## src/hw/rx_fifo_consts.vh

```
`ifndef RX_FIFO_CONSTS_VH
`define RX_FIFO_CONSTS_VH
// register byte offsets
`define OFF_RX_STATUS     8'h3c
`define OFF_RX_DATA       8'hc0
`define OFF_RX_CTRL       8'h40
`define OFF_RX_LOAD       8'h44
`define OFF_RX_OPEN       8'h48
`define STATUS_RESET      32'h00000000
// status field positions
`define BIT_EMPTY         0
`define BIT_TOKEN         1
`define BIT_LAST          2
`define TOTAL_LO          3
`define TOTAL_HI          12
`define CAP_LO            13
`define CAP_HI            22
`define NEXT_LO           23
`define NEXT_HI           31
// control register fields
`define CTRL_TRIG_EN      0
`define CTRL_FLUSH_BAD    1
`define CTRL_ATF_LO       8
`define CTRL_ITF_LO       20
`define SHARED_RAM_QUADS  10'd512
// load port tags
`define TAG_DATA          1'b0
`define TAG_TOKEN         1'b1
// token word: end-of-packet bit, data count in the low bits
`define TOK_LAST          23
`endif

```

## src/hw/receive_fifo_status.v

```verilog
`timescale 1ns/1ps
`include "rx_fifo_consts.vh"
module receive_fifo_status #(
  parameter DEPTH = 16,
  parameter AW    = 4
) (
  input  wire        clk,
  input  wire        rst_n,
  input  wire        ce,
  // axi4-lite slave
  input  wire [7:0]  s_axi_awaddr,
  input  wire        s_axi_awvalid,
  output reg         s_axi_awready,
  input  wire [31:0] s_axi_wdata,
  input  wire [3:0]  s_axi_wstrb,
  input  wire        s_axi_wvalid,
  output reg         s_axi_wready,
  output reg  [1:0]  s_axi_bresp,
  output reg         s_axi_bvalid,
  input  wire        s_axi_bready,
  input  wire [7:0]  s_axi_araddr,
  input  wire        s_axi_arvalid,
  output reg         s_axi_arready,
  output reg  [31:0] s_axi_rdata,
  output reg  [1:0]  s_axi_rresp,
  output reg         s_axi_rvalid,
  input  wire        s_axi_rready
);
  // aw/w latches
  reg        awHeld;
  reg [7:0]  awAddr;
  reg        wHeld;
  reg [31:0] wData;
  reg [3:0]  wStrb;
  // control register: trigger enable, flush bad, tx fifo sizes
  reg [31:0] ctrl;
  // token queued by an open-block write, pushed ahead of its data
  reg [8:0]  pendCount;
  reg        pendLast;
  reg        pendValid;
  // status register
  reg [31:0] status;
  // fifo wiring
  wire [32:0] fifoIn;
  wire        fifoInValid;
  wire        fifoInReady;
  wire [32:0] fifoOut;
  wire        fifoOutValid;
  wire        fifoPop;
  wire [AW:0] level;
  wire        wrGo;
  wire        rdGo;
  wire [9:0]  capacity;
  wire        singleBlock;

  // byte-lane merge of a written word
  function [31:0] merge;
    input [31:0] old;
    input [31:0] nw;
    input [3:0]  strb;
    integer k;
    begin
      merge = old;
      for (k = 0; k < 4; k = k + 1) begin
        if (strb[k]) begin
          merge[k*8 +: 8] = nw[k*8 +: 8];
        end
      end
    end
  endfunction

  assign wrGo = awHeld & wHeld & ~s_axi_bvalid;
  assign rdGo = s_axi_arvalid & s_axi_arready;
  assign singleBlock = ~ctrl[`CTRL_TRIG_EN] | ctrl[`CTRL_FLUSH_BAD];
  assign capacity = `SHARED_RAM_QUADS - {1'b0, ctrl[`CTRL_ATF_LO +: 9]}
                    - {1'b0, ctrl[`CTRL_ITF_LO +: 9]};
  // load port: each write pushes one data quadlet, held off while a token waits
  assign fifoIn      = {`TAG_DATA, wData};
  assign fifoInValid = wrGo & (awAddr == `OFF_RX_LOAD) & ~pendValid;
  // data port read pops the head quadlet
  assign fifoPop = rdGo & (s_axi_araddr == `OFF_RX_DATA) & fifoOutValid;

  rx_fifo_buf #(.WIDTH(33), .DEPTH(DEPTH), .AW(AW)) u_buf (
    .clk      (clk),
    .rst_n    (rst_n),
    .ce       (ce),
    .inData   (pendValid ? {`TAG_TOKEN, 8'h00, pendLast, 14'h0000, pendCount}
                         : fifoIn),
    .inValid  (pendValid | fifoInValid),
    .inReady  (fifoInReady),
    .outData  (fifoOut),
    .outValid (fifoOutValid),
    .outReady (fifoPop),
    .level    (level)
  );

  // write channel, control and block-token generation
  always @(posedge clk or negedge rst_n) begin
    if (!rst_n) begin
      awHeld        <= 1'b0;
      awAddr        <= 8'h00;
      wHeld         <= 1'b0;
      wData         <= 32'h00000000;
      wStrb         <= 4'h0;
      s_axi_awready <= 1'b0;
      s_axi_wready  <= 1'b0;
      s_axi_bvalid  <= 1'b0;
      s_axi_bresp   <= 2'b00;
      ctrl          <= 32'h00000000;
      pendCount     <= 9'h000;
      pendLast      <= 1'b0;
      pendValid     <= 1'b0;
    end else if (ce) begin
      s_axi_awready <= ~awHeld & ~s_axi_awready & s_axi_awvalid;
      s_axi_wready  <= ~wHeld & ~s_axi_wready & s_axi_wvalid;
      if (s_axi_awvalid && s_axi_awready) begin
        awHeld <= 1'b1;
        awAddr <= s_axi_awaddr;
      end
      if (s_axi_wvalid && s_axi_wready) begin
        wHeld <= 1'b1;
        wData <= s_axi_wdata;
        wStrb <= s_axi_wstrb;
      end
      if (pendValid && fifoInReady) begin
        pendValid <= 1'b0;
      end
      // stall a load while the token slot or the fifo is busy, an open only while the token slot is busy
      if (wrGo && !((awAddr == `OFF_RX_LOAD && (pendValid || !fifoInReady)) ||
                    (awAddr == `OFF_RX_OPEN && pendValid))) begin
        awHeld       <= 1'b0;
        wHeld        <= 1'b0;
        s_axi_bvalid <= 1'b1;
        s_axi_bresp  <= 2'b00;
        case (awAddr)
          `OFF_RX_CTRL: begin
            ctrl <= merge(ctrl, wData, wStrb);
          end
          `OFF_RX_STATUS: begin
            s_axi_bresp <= 2'b00;
          end
          `OFF_RX_LOAD: begin
            s_axi_bresp <= 2'b00; // pushed by fifoInValid
          end
          `OFF_RX_OPEN: begin
            // open block: token goes in ahead of its data
            pendCount <= wData[8:0];
            pendLast  <= wData[`TOK_LAST] | singleBlock;
            pendValid <= 1'b1;
          end
          default: begin
            s_axi_bresp <= 2'b10;
          end
        endcase
      end
      if (s_axi_bvalid && s_axi_bready) begin
        s_axi_bvalid <= 1'b0;
      end
    end
  end

  // read channel and status image
  always @(posedge clk or negedge rst_n) begin
    if (!rst_n) begin
      s_axi_arready <= 1'b0;
      s_axi_rvalid  <= 1'b0;
      s_axi_rdata   <= 32'h00000000;
      s_axi_rresp   <= 2'b00;
      status        <= `STATUS_RESET;
    end else if (ce) begin
      s_axi_arready <= ~s_axi_arready & ~s_axi_rvalid & s_axi_arvalid;
      // status fields follow the fifo and ctrl every cycle that ce is high
      status[`BIT_EMPTY] <= ~fifoOutValid;
      status[`BIT_TOKEN] <= fifoOutValid & fifoOut[32];
      status[`BIT_LAST]  <= fifoOutValid & fifoOut[32] & fifoOut[`TOK_LAST];
      status[`TOTAL_HI:`TOTAL_LO] <= {{(10-AW-1){1'b0}}, level};
      status[`CAP_HI:`CAP_LO]     <= capacity;
      status[`NEXT_HI:`NEXT_LO]   <= (fifoOutValid & fifoOut[32]) ?
                                     fifoOut[8:0] + 9'h001 : 9'h000;
      if (rdGo) begin
        s_axi_rvalid <= 1'b1;
        s_axi_rresp  <= 2'b00;
        case (s_axi_araddr)
          `OFF_RX_STATUS: s_axi_rdata <= status;
          `OFF_RX_CTRL:   s_axi_rdata <= ctrl;
          `OFF_RX_DATA:   s_axi_rdata <= fifoOutValid ? fifoOut[31:0] : 32'h00000000;
          default: begin
            s_axi_rdata <= 32'h00000000;
            s_axi_rresp <= 2'b10;
          end
        endcase
      end else if (s_axi_rvalid && s_axi_rready) begin
        s_axi_rvalid <= 1'b0;
      end
    end
  end
endmodule

```

## src/hw/rx_fifo_buf.v

```verilog
`timescale 1ns/1ps
// plain valid/ready fifo, tag bit rides above the data
module rx_fifo_buf #(
  parameter WIDTH = 33,
  parameter DEPTH = 16,
  parameter AW    = 4
) (
  input  wire             clk,
  input  wire             rst_n,
  input  wire             ce,
  input  wire [WIDTH-1:0] inData,
  input  wire             inValid,
  output wire             inReady,
  output wire [WIDTH-1:0] outData,
  output wire             outValid,
  input  wire             outReady,
  output reg  [AW:0]      level
);
  reg [WIDTH-1:0] mem [0:DEPTH-1];
  reg [AW-1:0]    wrPtr;
  reg [AW-1:0]    rdPtr;
  wire            doWr;
  wire            doRd;

  // full and empty come straight from the level
  assign inReady  = (level != DEPTH[AW:0]);
  assign outValid = (level != {(AW+1){1'b0}});
  assign outData  = mem[rdPtr];
  assign doWr     = ce & inValid & inReady;
  assign doRd     = ce & outValid & outReady;

  // storage
  always @(posedge clk) begin
    if (doWr) begin
      mem[wrPtr] <= inData;
    end
  end

  // pointers and level
  always @(posedge clk or negedge rst_n) begin
    if (!rst_n) begin
      wrPtr <= {AW{1'b0}};
      rdPtr <= {AW{1'b0}};
      level <= {(AW+1){1'b0}};
    end else begin
      if (doWr) begin
        wrPtr <= wrPtr + 1'b1;
      end
      if (doRd) begin
        rdPtr <= rdPtr + 1'b1;
      end
      if (doWr && !doRd) begin
        level <= level + 1'b1;
      end else if (doRd && !doWr) begin
        level <= level - 1'b1;
      end
    end
  end
endmodule

```

## config.mk

```make
export PLATFORM = sky130hd
export DESIGN_NAME = receive_fifo_status
export DESIGN_NICKNAME = d
export VERILOG_FILES = /design/src/hw/receive_fifo_status.v /design/src/hw/rx_fifo_buf.v
export VERILOG_INCLUDE_DIRS = /design/src /design/src/hw
export SDC_FILE = /design/constraint.sdc
export NUM_CORES = 1
export LEC_CHECK = 0
export CORE_MARGIN = 3
export CORE_UTILIZATION = 63
export CTS_CLUSTER_SIZE = 20
export DETAILED_ROUTE_END_ITERATION = 6
export DONT_BUFFER_PORTS = 1
export PLACE_DENSITY = 0.89
export SYNTH_ARGS = -nofsm -noshare
export SYNTH_HDL_FRONTEND = slang
export SYNTH_SLANG_ARGS = --single-unit
```

## constraint.sdc

```tcl
create_clock -name clk -period 5.7 [get_ports clk]
set_clock_uncertainty 0.15 [all_clocks]
set_input_delay 0.285 -clock clk [delete_from_list [all_inputs] [get_ports clk]]
set_output_delay 0.285 -clock clk [all_outputs]
set_load 0.03 [all_outputs]
```

==> flow_summary_export.csv <==
group,metric,value,unit
status,status,"finished with violations",
status,violations,"DRC",
final_layout,area_growth_syn_to_layout,11.9,%
timing,holdWs,0.0232,ns
clocking,htreeDepth,3,
timing,setup_violations,0,
worst_setup_path,slowest_stage,"nor3_2",
timing,finalHoldViolCount,0,
worst_setup_path,critPathMaxStageDelay,0.75,ns
timing,relSlewSlack,1.83,%
worst_setup_path,startpoint,"awAddr[1]$_DFFE_PN0P_",
power,leakage,10.6,nW
drt,via_count,15850,
grt,grt_pass1_wl,111000,µm
worst_setup_path,arrival,4.14,ns
synth,syn_inst,1498,
drt,wl_per_cell,33.7,µm
floorplan,dieArea,46800,µm²
placed_design,port_buffers,0,
timing,min_period,4.07,ns
synth,syn_area,27900,µm²
floorplan,start_util,64.3,%
final_layout,most-common-layout-cells,"edfxtp_1 (528), dfrtp_1 (163), mux4_2 (137)",
power,ir_drop,0.275,mV
drt,ant_nets,0,
grt,grt_pass1_vias,16335,
final_layout,final_nets,1660,
drt,vias_per_cell,7.18,
timing,final-max-slew-violation-count,0,
clocking,cts.sinks,696,
clocking,cts_buffer_depth,3,
synth,synth_ff_type,"edfxtp_1",
hold_path,hold_path_class,"in -> reg",
synth,ys_ff_latch,696,
final_layout,layout_commonest_cell,"edfxtp_1",
drt,drt-pass1-iter-count,7,
timing,worstMarginPinSlew,1.47,ns
worst_setup_path,path_max_fanout,26,
final_layout,antennaDiodeCount,0,
grt,grt_start_max_net_pins,169,
final_layout,n_fill_cell,2260,
timing,rsz0062_at_grt,"false",
drt,drt-total-wl,74400,µm
worst_setup_path,critPathKind,"reg -> reg",
drt,first_iter_violations,2571,
worst_setup_path,cp-start-kind,"register",
synth,synth_seq_area_share,71.9,%
placed_design,dp_slack,2.03,ns
synth,async_flop_share,24.1,%
synth,yosys_warnings,0,
placed_design,dp.cells,2028,
hold_path,worstHoldStart,"s_axi_arvalid",
timing,fin_setup_tns,0,ns
worst_setup_path,end_kind,"register",
grt,antenna_found_initial,1,
synth,postSynthAreaPerCell,18.6,µm²
floorplan,std_cell_rows,76,
final_layout,ff_latch_area,20100,µm²
floorplan,core_area,43400,µm²
grt,grt_usage,32.7,%
placed_design,place_congestion,0.860,
clocking,cts_tree,"built",
final_layout,multi_input_area,7350,µm²
worst_setup_path,r2r-start,"awAddr[1]$_DFFE_PN0P_",
grt,grt_overflow,0,
drt,drc,17,
clocking,worstSkewPairLatency,0.60,ns
synth,synth_edf_count,528,
timing,setup_ws,1.63,ns
power,powerDensity,405,nW/µm²
job,maxCapViolCount,0,
worst_setup_path,cp.required,5.77,ns
floorplan,io_pins,101,
timing,post-route-period-util,71.4,%
floorplan,die_h,216,µm
synth,ys_types,53,
placed_design,place_hpwl,38300,µm
final_layout,drive_gt1_share,24.3,%
clocking,cts_root_buf,"clkbuf_16",
clocking,path_clk_slew,0.06,ns
clocking,cts-resized-gates,0,
final_layout,layoutNonFillerInstCount,2209,
worst_setup_path,path_cells,"nor3_1 > nand3_1 > inv_1 > a31oi_1 > nor2_1 > nand2_1 > nor3_2 > buf_4",
clocking,cts_made_buffers,67,
floorplan,die_w,216,µm
timing,fmax,246,MHz
-- sequential cells by signal, indices dropped and copies added, names as in the netlist --
register / count
pendLast: 1
s_axi_bvalid: 1
s_axi_bresp: 1
u_buf.wrPtr: 4
s_axi_awready: 1
pendCount: 9
u_buf.level: 5
ctrl: 32
s_axi_wready: 1
wStrb: 4
u_buf.rdPtr: 4
s_axi_rvalid: 1
u_buf.mem: 528
wData: 32
s_axi_arready: 1
wHeld: 1
s_axi_rdata: 32
awHeld: 1
status: 27
s_axi_rresp: 1
awAddr: 8
pendValid: 1
-- cells by family after synthesis --
kind of cell,after synthesis,share of synthesized area (%)
buffers and inverters,128,2.21
DFF,696,71.9
AOI/OAI and AO/OA,159,3.98
and+or+nand+nor,191,3.44
other,1,0.0134
xor gates and xnor gates,22,0.691
adders and majority gates,29,1.35
muxes,272,16.4
-- what timing repair did --
item / CTS / global route
setup buffers: 0 / 0
endpoints found under the hold margin: 252 / 0
hold buffers: 59 / 0
-- critical path, delay by kind of cell, from the launching register on --
kind | cells | cell delay, ns
flops | 1 | 0.40
simple gates | 5 | 2.35
compound gates | 1 | 0.09
buf+inv | 2 | 0.70
-- Yosys cell counts, types with 11 or more instances --
library cell,number,share of area (%)
nand3_1,12,0.22
nand2_1,64,0.86
xnor2_1,14,0.44
buf_2,13,0.23
a211oi_1,20,0.54
mux2_2,110,4.4
a21oi_1,27,0.48
ha_1,27,1.2
o21ai_0,12,0.22
o21ai_1,23,0.41
nor2b_1,49,1.1
clkbuf_1,44,0.59
edfxtp_1,528,57
nor2_1,33,0.44
mux4_2,137,11
buf_4,11,0.30
dfrtp_1,168,15
inv_1,45,0.61
a222oi_1,27,0.97
a22oi_1,15,0.40
mux2i_1,25,0.90
-- final cells by class --
| type | instances | share of cell area, % |
|---|---|---|
| clock buffer | 92 | 5.80 |
| tap | 585 | 2.34 |
| timing repair buffer | 86 | 2.75 |
| inverter | 45 | 0.541 |
| clock inverter | 30 | 0.713 |
| multi-input combinational | 675 | 23.5 |
| sequential | 696 | 64.3 |
-- worst paths after layout --
kind,endpoint,slack [ns],cells past startpoint
worst max-delay path,u_buf.mem[0][18]$_DFFE_PP_,1.63,8
worst min-delay path,s_axi_rdata[10]$_DFFE_PN0P_,0.02,3
worst max register to register,u_buf.mem[0][18]$_DFFE_PP_,1.63,8
worst min register to register,pendCount[2]$_DFFE_PN0P_,0.35,1
max in group asynchronous,s_axi_rdata[18]$_DFFE_PN0P_,4.47,2
min in group asynchronous,status[1]$_DFFE_PN0P_,0.28,2
-- metal layers --
| layer | routed length [µm] | track usage [%] | share of wire, % |
|---|---|---|---|
| met5 | 0 | 0 | 0 |
| met4 | 4340 | 16.3 | 5.8 |
| met2 | 37000 | 53.3 | 50 |
| met1 | 24500 | 41.7 | 33 |
| met3 | 8660 | 8.05 | 12 |
-- per-stage QoR --
| step | area (µm²) | utilization [%] | total power [W] |
|---|---|---|---|
| after global placement | 28600 | 65.9 | 0.00803 |
| final | 31200 | 72.0 | 0.0126 |
| after detailed placement | 28600 | 65.9 | 0.00816 |
| after CTS | 31200 | 72.0 | 0.0125 |
| after floorplan | 27900 | - | 0.00759 |
| after global routing | 31200 | 72.0 | 0.0130 |
-- where the power goes --
| part | internal, W | switching (W) | total [W] |
|---|---|---|---|
| logic | 0.000498 | 0.00110 | 0.00160 |
| registers | 0.00633 | 0.000427 | 0.00676 |
| clock network | 0.00234 | 0.00196 | 0.00429 |
| total | 0.00917 | 0.00348 | 0.0126 |
(Power assumes the default switching activity.)
